--- src/rtl/accessory_detect_consts.vh ---
`ifndef ACCESSORY_DETECT_CONSTS_VH
`define ACCESSORY_DETECT_CONSTS_VH

// register indices; byte address is four times the index
`define IDX_CONTROL        6'h02
`define IDX_EVENT_FLAGS    6'h03
`define IDX_EVENT_MASK     6'h05
`define IDX_ID_CODE        6'h07
`define IDX_TIME_SELECT    6'h08
`define IDX_STATUS         6'h09

`define ADDR_W             8
`define DATA_W             32

// reset values
`define RST_CONTROL        8'hD1
`define RST_ZERO           8'h00

// control bits
`define CTL_TIMEOUT_EN     7
`define CTL_RESET_N        6
`define CTL_ID_SENSE_DISABLE         5
`define CTL_MAN_SW         4
`define CTL_INT_BLOCK      0
`define CTL_WR_MASK        8'hB1

// event flag and mask bits
`define EV_OVER_CURRENT    6
`define EV_OVER_VOLTAGE    5
`define EV_MIC_LINE_OVER_VOLTAGE         4
`define EV_ID_CODE         3
`define EV_VBUS_VALID      2
`define EV_CHG_DONE        1
`define EV_USED_MASK       8'h7E

// status bits
`define ST_ID_LINE_SHORTED        7
`define ST_OVER_CURRENT    6
`define ST_OVER_VOLTAGE    5
`define ST_MIC_LINE_OVER_VOLTAGE         4
`define ST_ID_ATTACHED     3
`define ST_VBUS_VALID      2
`define ST_CHG_RUNNING     1
`define ST_CONTACT_SEEN    0

// field widths
`define ID_CODE_W          5
`define TIME_SEL_W         4
`define TIME_SEL_MASK      8'h0F
`define ID_CODE_MASK       8'h1F

// measurement times in ms
`define MEAS_MS_50         50
`define MEAS_MS_STEP_SHORT 50
`define MEAS_MS_STEP_LONG  100
`define MEAS_MS_MAX        1000
`define MEAS_SEL_LONG_BASE 4'h4
`define MEAS_SEL_LAST      4'hB
`define MEAS_MS_LONG_BASE  300

// clock rate in kHz, i.e. cycles per millisecond
`define CLK_KHZ            250000
`define TIMER_W            32

`endif

--- src/rtl/accessory_detect_event_status_regs.v ---
// Overview of operation
// event flags reset to zero; a read clears exactly the flags it returned
// bit 6 sets on any change of vbus over-current
// bit 5 sets on any change of vbus over-voltage
// bit 4 sets on any change of mic line over-voltage
// bit 3 sets when the id code changes, never while id sense disabled
// id code going from non-zero to zero counts as a change
// bit 2 sets on any toggle of vbus valid
// bit 1 sets when charger detection finishes; bits 7 and 0 unused
// mask bits 6..1 suppress interrupt per event; mask resets to zero
// id code register shows 5-bit measured code, upper bits zero
// timing register low nibble selects id measurement duration
// codes 0-3 give 50..200 ms, codes 4-11 give 300..1000 ms
// reserved timing codes 12-15 use the longest time, 1000 ms
// status bit 7 shows id line short
// status bit 6 shows live vbus over-current
// status bit 5 shows live vbus over-voltage
// status bit 4 shows live mic over-voltage
// status bit 3 is one when a resistor sits on the id pin
// status bit 2 shows vbus valid
// status bit 1 shows charger detection running
// status bit 0 holds last contact result; status resets to zero
// control bit 0 blocks all host interrupts when set
// control bit 5 stops resistor detection once found; floating still seen
// host interrupt while any unmasked flag set and block clear
`include "accessory_detect_consts.vh"
`default_nettype none

module accessory_detect_event_status_regs #(
    parameter CYCLES_PER_MS = `CLK_KHZ
) (
    input  wire                    clk,
    input  wire                    resetn,
    input  wire                    psel,
    input  wire                    penable,
    input  wire                    pwrite,
    input  wire [`ADDR_W-1:0]      paddr,
    input  wire [`DATA_W-1:0]      pwdata,
    output reg  [`DATA_W-1:0]      prdata,
    output reg                     pready,
    output reg                     pslverr,
    input  wire                    vbus_over_current,
    input  wire                    vbus_over_voltage,
    input  wire                    mic_line_over_voltage,
    input  wire                    vbus_valid,
    input  wire                    id_line_shorted,
    input  wire [`ID_CODE_W-1:0]   id_pin,
    input  wire                    charger_detect_running,
    input  wire                    charger_detect_done,
    input  wire                    data_contact_seen,
    output reg                     host_irq,
    output reg                     id_sense_disable,
    output reg                     contact_timeout_enable
);

    reg  [7:0]                ctrl_q;
    reg  [7:0]                flags_q;
    reg  [7:0]                mask_q;
    reg  [`ID_CODE_W-1:0]     code_q;
    reg  [`TIME_SEL_W-1:0]    tsel_q;
    reg                       contact_q;
    reg                       oc_prev_q;
    reg                       ov_prev_q;
    reg                       mic_prev_q;
    reg                       vv_prev_q;
    reg  [`ID_CODE_W-1:0]     raw_prev_q;
    reg  [`TIMER_W-1:0]       meas_cnt_q;
    reg  [7:0]                rd_snap_q;

    wire [5:0]                idx = paddr[`ADDR_W-1:2];
    wire                      access = psel & penable & ~pready;
    wire                      done = psel & penable & pready;
    wire                      wr_done = done & pwrite & ~pslverr;
    wire                      rd_flags = done & ~pwrite & ~pslverr & (idx == `IDX_EVENT_FLAGS);
    wire                      mapped;
    wire [7:0]                rd_val;
    wire [7:0]                status_val;
    wire [7:0]                events;
    reg  [`ID_CODE_W-1:0]     code_d;
    reg                       code_chg;

    // time table in ms
    function [`TIMER_W-1:0] meas_ms;
        input [`TIME_SEL_W-1:0] sel;
        begin
            if (sel < `MEAS_SEL_LONG_BASE) begin
                meas_ms = `MEAS_MS_50 + sel * `MEAS_MS_STEP_SHORT;
            // reserved codes take longest
            end else if (sel > `MEAS_SEL_LAST) begin
                meas_ms = `MEAS_MS_MAX;
            end else begin
                meas_ms = `MEAS_MS_LONG_BASE + (sel - `MEAS_SEL_LONG_BASE) * `MEAS_MS_STEP_LONG;
            end
        end
    endfunction

    function read_ok;
        input [5:0] i;
        begin
            read_ok = (i == `IDX_CONTROL) || (i == `IDX_EVENT_FLAGS) ||
                      (i == `IDX_EVENT_MASK) || (i == `IDX_ID_CODE) ||
                      (i == `IDX_TIME_SELECT) || (i == `IDX_STATUS);
        end
    endfunction

    assign mapped = read_ok(idx) && (paddr[1:0] == 2'b00);

    // live status bits
    // attached means non-zero code
    // vbus, charger, contact
    assign status_val = {id_line_shorted, vbus_over_current, vbus_over_voltage,
                         mic_line_over_voltage, (code_q != {`ID_CODE_W{1'b0}}),
                         vbus_valid, charger_detect_running, contact_q};

    // reset-request bit always reads back as one
    assign rd_val = (idx == `IDX_CONTROL)     ? (ctrl_q | (8'h01 << `CTL_RESET_N)) :
                    (idx == `IDX_EVENT_FLAGS) ? flags_q :
                    (idx == `IDX_EVENT_MASK)  ? mask_q :
                    // code in low bits
                    (idx == `IDX_ID_CODE)     ? {3'h0, code_q} :
                    // low nibble only
                    (idx == `IDX_TIME_SELECT) ? {4'h0, tsel_q} :
                    (idx == `IDX_STATUS)      ? status_val : `RST_ZERO;

    // id measurement: raw code must hold for the selected time before it is taken
    always @* begin
        code_d = code_q;
        // floating is always recognised at once
        if (id_pin == {`ID_CODE_W{1'b0}}) begin
            code_d = {`ID_CODE_W{1'b0}};
        end else if (id_pin == raw_prev_q &&
                     meas_cnt_q >= meas_ms(tsel_q) * CYCLES_PER_MS - 1) begin
            // disabled sensing keeps a found resistor
            if (!(ctrl_q[`CTL_ID_SENSE_DISABLE] && code_q != {`ID_CODE_W{1'b0}})) begin
                code_d = id_pin;
            end
        end
        // any change incl. to zero, blocked while disabled
        code_chg = (code_d != code_q) && !ctrl_q[`CTL_ID_SENSE_DISABLE];
    end

    // edges in either direction
    // completion pulse; bits 7 and 0 never set
    assign events = {1'b0,
                     vbus_over_current ^ oc_prev_q,
                     vbus_over_voltage ^ ov_prev_q,
                     mic_line_over_voltage ^ mic_prev_q,
                     code_chg,
                     vbus_valid ^ vv_prev_q,
                     charger_detect_done,
                     1'b0};

    always @(posedge clk) begin
        if (!resetn) begin
            // flags clear at reset
            flags_q                <= `RST_ZERO;
            // all unmasked after reset
            mask_q                 <= `RST_ZERO;
            ctrl_q                 <= `RST_CONTROL;
            code_q                 <= {`ID_CODE_W{1'b0}};
            tsel_q                 <= {`TIME_SEL_W{1'b0}};
            contact_q              <= 1'b0;
            oc_prev_q              <= 1'b0;
            ov_prev_q              <= 1'b0;
            mic_prev_q             <= 1'b0;
            vv_prev_q              <= 1'b0;
            raw_prev_q             <= {`ID_CODE_W{1'b0}};
            meas_cnt_q             <= {`TIMER_W{1'b0}};
            rd_snap_q              <= `RST_ZERO;
            prdata                 <= {`DATA_W{1'b0}};
            pready                 <= 1'b0;
            pslverr                <= 1'b0;
            host_irq               <= 1'b0;
            id_sense_disable       <= 1'b0;
            contact_timeout_enable <= 1'b0;
        end else begin
            oc_prev_q  <= vbus_over_current;
            ov_prev_q  <= vbus_over_voltage;
            mic_prev_q <= mic_line_over_voltage;
            vv_prev_q  <= vbus_valid;
            raw_prev_q <= id_pin;
            code_q     <= code_d;
            // restart timing whenever the raw code moves
            if (id_pin != raw_prev_q || code_d != code_q) begin
                meas_cnt_q <= {`TIMER_W{1'b0}};
            end else if (meas_cnt_q != {`TIMER_W{1'b1}}) begin
                meas_cnt_q <= meas_cnt_q + 1'b1;
            end
            // contact result caught at completion
            if (charger_detect_done) begin
                contact_q <= data_contact_seen;
            end

            // clear only returned flags; new events win
            if (rd_flags) begin
                flags_q <= ((flags_q & ~rd_snap_q) | events) & `EV_USED_MASK;
            end else begin
                flags_q <= (flags_q | events) & `EV_USED_MASK;
            end

            // apb: one wait state, answer registered
            if (access) begin
                pready    <= 1'b1;
                pslverr   <= ~mapped;
                prdata    <= {{(`DATA_W-8){1'b0}}, (pwrite | ~mapped) ? `RST_ZERO : rd_val};
                rd_snap_q <= flags_q;
            end else begin
                pready  <= 1'b0;
                pslverr <= 1'b0;
            end
            if (wr_done) begin
                case (idx)
                    `IDX_CONTROL:     ctrl_q <= pwdata[7:0] & `CTL_WR_MASK;
                    // mask writable in used bits
                    `IDX_EVENT_MASK:  mask_q <= pwdata[7:0] & `EV_USED_MASK;
                    // select stored
                    `IDX_TIME_SELECT: tsel_q <= pwdata[`TIME_SEL_W-1:0];
                    default:          ctrl_q <= ctrl_q;
                endcase
            end

            // unmasked flags, not globally blocked
            host_irq <= ~ctrl_q[`CTL_INT_BLOCK] &
                        (|(flags_q & ~mask_q & `EV_USED_MASK));
            id_sense_disable       <= ctrl_q[`CTL_ID_SENSE_DISABLE];
            contact_timeout_enable <= ctrl_q[`CTL_TIMEOUT_EN];
        end
    end

endmodule

`default_nettype wire

--- config.mk ---
export PLATFORM = sky130hd
export DESIGN_NAME = accessory_detect_event_status_regs
export DESIGN_NICKNAME = d
export VERILOG_FILES = /design/src/rtl/accessory_detect_event_status_regs.v
export VERILOG_INCLUDE_DIRS = /design/src /design/src/rtl
export SDC_FILE = /design/constraint.sdc
export NUM_CORES = 1
export LEC_CHECK = 0
export BUFFER_PORTS_ARGS = -buffer_cell sky130_fd_sc_hd__clkbuf_2
export CORE_ASPECT_RATIO = 0.8
export CORE_MARGIN = 2
export CORE_UTILIZATION = 25
export CTS_CLUSTER_DIAMETER = 100
export DETAILED_ROUTE_END_ITERATION = 10
export GPL_TIMING_DRIVEN = 0
export HOLD_SLACK_MARGIN = 0.12
export SLEW_MARGIN = 25
export SYNTH_ARGS = -nofsm -noshare
export SYNTH_HDL_FRONTEND = slang
export SYNTH_SLANG_ARGS = --single-unit
export TNS_END_PERCENT = 20
--- constraint.sdc ---
create_clock -name clk -period 13.8 [get_ports clk]
set_clock_uncertainty 0.05 [all_clocks]
set_input_delay 2.07 -clock clk [delete_from_list [all_inputs] [get_ports clk]]
set_output_delay 2.07 -clock clk [all_outputs]
set_load 0.005 [all_outputs]
==> results.py <==
metrics = {
    "timing": {
        "tightestPinTransition_ns": 1.09,
        "fmax_ghz": 0.0808,
        "layout_min_cycle_time_ns": 12.38,
        "rsz0062_at_grt": "no",
        "slew-limit-headroom": 0.269,
        "fin_tns_setup_ns": 0,
        "setup_viol": 0,
        "slew_viol_final": 0,
        "finalCritPeriodShare": 0.897,
        "final_hold_viol_count": 0,
        "final.setup.worst_slack_ns": 1.42,
    },
    "global_route": {
        "grt_pass1_wl_mm": 38.1,
        "grt.total_usage": 0.110,
        "first_global_vias": 7760,
        "grt_start_max_net_pins": 17,
        "grt-ovfl-total": 0,
        "antenna_found_initial": 0,
    },
    "power_and_ir_drop": {
        "peakVddDrop_uv": 48.6,
        "leakagePower_nw": 5.20,
        "power_mw": 0.594,
        "power_density_nw_per_um2": 52.1,
    },
    "yosys": {
        "async_flop_share": 0,
        "synth.distinct_cells": 80,
        "synth.cell_area_um2": 10100,
        "synth-seq-area-share": 0.171,
        "ys_warn_count": 0,
        "avgSynthCellArea_um2": 8.66,
        "dominantRegCellSynth": "dfxtp_1",
        "ys_ff_latch": 86,
        "synthCells": 1163,
        "synth_edf_count": 0,
    },
    "worst_setup_path": {
        "arrival_ns": 12.59,
        "cp_top_family": "adder cells",
        "worst-path-stages": 41,
        "critPathKind": "reg2reg",
        "slowest_delay_ns": 0.74,
        "crit_path_max_fanout": 10,
        "r2r_slack_ns": 1.42,
        "startpoint": "tsel_q[2]",
        "r2r_start": "tsel_q[2]",
        "cp-start-kind": "flop",
        "critical-path-slowest-cell": "a22oi_1",
        "r2r_cells": 41,
        "crit_buf_inv": 7,
        "r2r_end": "meas_cnt_q[7]",
        "crit_path_end_kind": "flop",
        "endpoint": "meas_cnt_q[7]",
        "cp.required_ns": 14.02,
    },
    "finish": {
        "fin_cells": 1797,
        "antenna_cells": 0,
        "area_delta_synth_final_pct": 13.1,
        "nNetsFinal": 1517,
        "layout-drive-gt1-share": 0.0904,
        "postLayoutCellArea_um2": 11400,
    },
    "placed_design": {
        "gp_congestion": 0.841,
        "placed_area_um2": 11100,
        "dpl.hpwl_mm": 19.4,
        "io_buffers": 44,
        "place_ws_ns": 1.34,
        "placed_cells": 1781,
    },
    "cts": {
        "postCtsHoldBufs": 0,
        "path_clk_slew_ns": 0.07,
        "cts.path.max_buffers": 2,
        "htreeDepth": 3,
        "root_buffer": "clkbuf_16",
        "post_cts_resized": 0,
        "cts_buffers": 9,
        "cts_tree": "built",
        "cts.sink_count": 86,
        "clock_latency_ns": 0.35,
        "post-cts-setup-buffer-count": 0,
    },
    "min_path": {
        "min_path_type": "reg2reg",
    },
    "floorplanning": {
        "die_w_um": 228,
        "die_h_um": 184,
        "coreArea_um2": 39600,
        "num_io_pins": 95,
        "dieArea_um2": 41900,
        "initial_core_util": 0.254,
        "rows": 65,
    },
    "route": {
        "wire_per_inst_um": 12.8,
        "drtIter0Drc": 346,
        "drtPass1Iterations": 5,
        "dr_total_vias": 8041,
        "ant_nets": 0,
        "drc": 0,
        "wl_mm": 23.1,
        "viasPerCell": 4.47,
    },
    "outcome": {
        "outcome": "complete, no violations",
    },
    "flow_run": {
        "drv_cap": 0,
    },
}
how the worst min path moves through the flow:
stage	from	to	slack, ns	cells past startpoint
after floorplan	ctrl_q[0]	host_irq	0.37	1
after global placement	rd_snap_q[3]	rd_snap_q[3]	0.40	2
after detailed placement	rd_snap_q[6]	rd_snap_q[6]	0.41	2
after CTS	rd_snap_q[6]	rd_snap_q[6]	0.42	2
after global routing	rd_snap_q[4]	rd_snap_q[4]	0.43	2
final	rd_snap_q[3]	rd_snap_q[3]	0.42	2
metrics by stage:
stage	hold slack (ns)	utilization
CTS	0.425	0.288
finish	0.422	0.288
global route	0.433	0.288
detailed placement	0.414	0.280
global placement	0.400	0.280
floorplan	0.370	-
power by group:
part | switching, mW | leakage [nW] | internal [mW] | total [mW]
Combinational | 0.0605 | 4.37 | 0.0443 | 0.105
Clock | 0.110 | 0.133 | 0.124 | 0.234
Sequential | 0.00286 | 0.698 | 0.252 | 0.255
Total | 0.174 | 5.20 | 0.420 | 0.594
cell type report:
| class | count | area (µm²) |
|---|---|---|
| Multi-Input combinational cell | 910 | 7630 |
| Clock buffer | 9 | 225 |
| Timing Repair Buffer | 44 | 220 |
| Fill cell | 4221 | 28200 |
| Clock inverter | 7 | 55.1 |
| Tap cell | 536 | 671 |
| Inverter | 157 | 589 |
| Sequential cell | 86 | 1720 |
| Buffer | 48 | 285 |
synthesized netlist by cell type, types with 3 or more instances:
master | instances | area [µm²]
nand2_1 | 96 | 360
or2_2 | 4 | 25.0
nor3_2 | 3 | 30.0
ha_1 | 129 | 1610
nand3_1 | 28 | 140
o21ai_0 | 24 | 120
a21oi_1 | 39 | 195
nand4_1 | 14 | 87.6
a21o_1 | 24 | 180
and4_1 | 7 | 61.3
nor2_1 | 46 | 173
a22oi_1 | 6 | 45.0
o21ai_2 | 3 | 26.3
o21a_1 | 10 | 75.1
nand2b_1 | 6 | 37.5
nand3b_1 | 5 | 37.5
o22ai_1 | 7 | 43.8
buf_4 | 24 | 180
a31oi_1 | 6 | 37.5
and3_1 | 12 | 75.1
nor2b_1 | 24 | 150
and2_1 | 22 | 138
xor2_1 | 58 | 508
mux2i_1 | 25 | 250
a211o_1 | 5 | 43.8
clkbuf_1 | 20 | 75.1
nor4_1 | 8 | 50.1
dfxtp_1 | 86 | 1720
fa_1 | 74 | 1480
a211oi_1 | 3 | 22.5
a21boi_0 | 7 | 52.6
o2111ai_1 | 3 | 26.3
xnor2_1 | 56 | 490
nor3_1 | 54 | 270
o21ai_1 | 6 | 30.0
nor3b_1 | 3 | 22.5
a32oi_1 | 3 | 26.3
inv_1 | 156 | 586
worst register-to-register path: cells and delay by family, from the launching register on:
family	cells	cell delay (ns)
AOI/OAI and AO/OA	11	3.28
DFF	1	0.35
xor gates and xnor gates	3	0.47
buffers and inverters	7	1.27
adders and majority gates	12	5.04
and+or+nand+nor	8	1.83
kinds of logic (layout without fill, tap and decap cells):
| kind of cell | after synthesis | in the layout | synth area share |
|---|---|---|---|
| AOI/OAI and AO/OA | 179 | 179 | 0.126 |
| muxes | 26 | 26 | 0.0260 |
| xor gates and xnor gates | 115 | 115 | 0.101 |
| and+or+nand+nor | 347 | 347 | 0.182 |
| adders and majority gates | 203 | 203 | 0.307 |
| other | 2 | 40 | 0.000746 |
| DFF | 86 | 86 | 0.171 |
| buffers and inverters | 205 | 265 | 0.0868 |
layer usage:
metal / wire (µm) / GRT usage
met5: 0 / 0
met2: 9870 / 0.169
met4: 224 / 0.0217
met3: 704 / 0.0135
met1: 12300 / 0.164
flip-flops by register name (all words and copies together) (netlist names), 4 cells and up:
| register | count |
|---|---|
| flags_q | 6 |
| code_q | 5 |
| ctrl_q | 4 |
| tsel_q | 4 |
| rd_snap_q | 6 |
| meas_cnt_q | 32 |
| prdata | 8 |
| mask_q | 6 |
| raw_prev_q | 5 |
cells in the final DEF, fill, tap and decap left out, types with 8 or more instances in the layout:
cell type    n
clkbuf_1    20
xnor2_1     56
fa_1        74
nand2_1     96
inv_1      156
nor2_1      46
o21ai_0     23
mux2i_1     25
a21o_1      24
and3_1      12
nor2b_1     24
conb_1      40
xor2_1      58
clkbuf_16    9
clkbuf_2    44
a21oi_1     39
nor3_1      54
o21a_1      10
nand3_1     28
nor4_1       8
nand4_1     14
and2_1      22
ha_1       129
dfxtp_1     86
buf_4       24
Note: power is estimated with default switching activity, not from simulation.
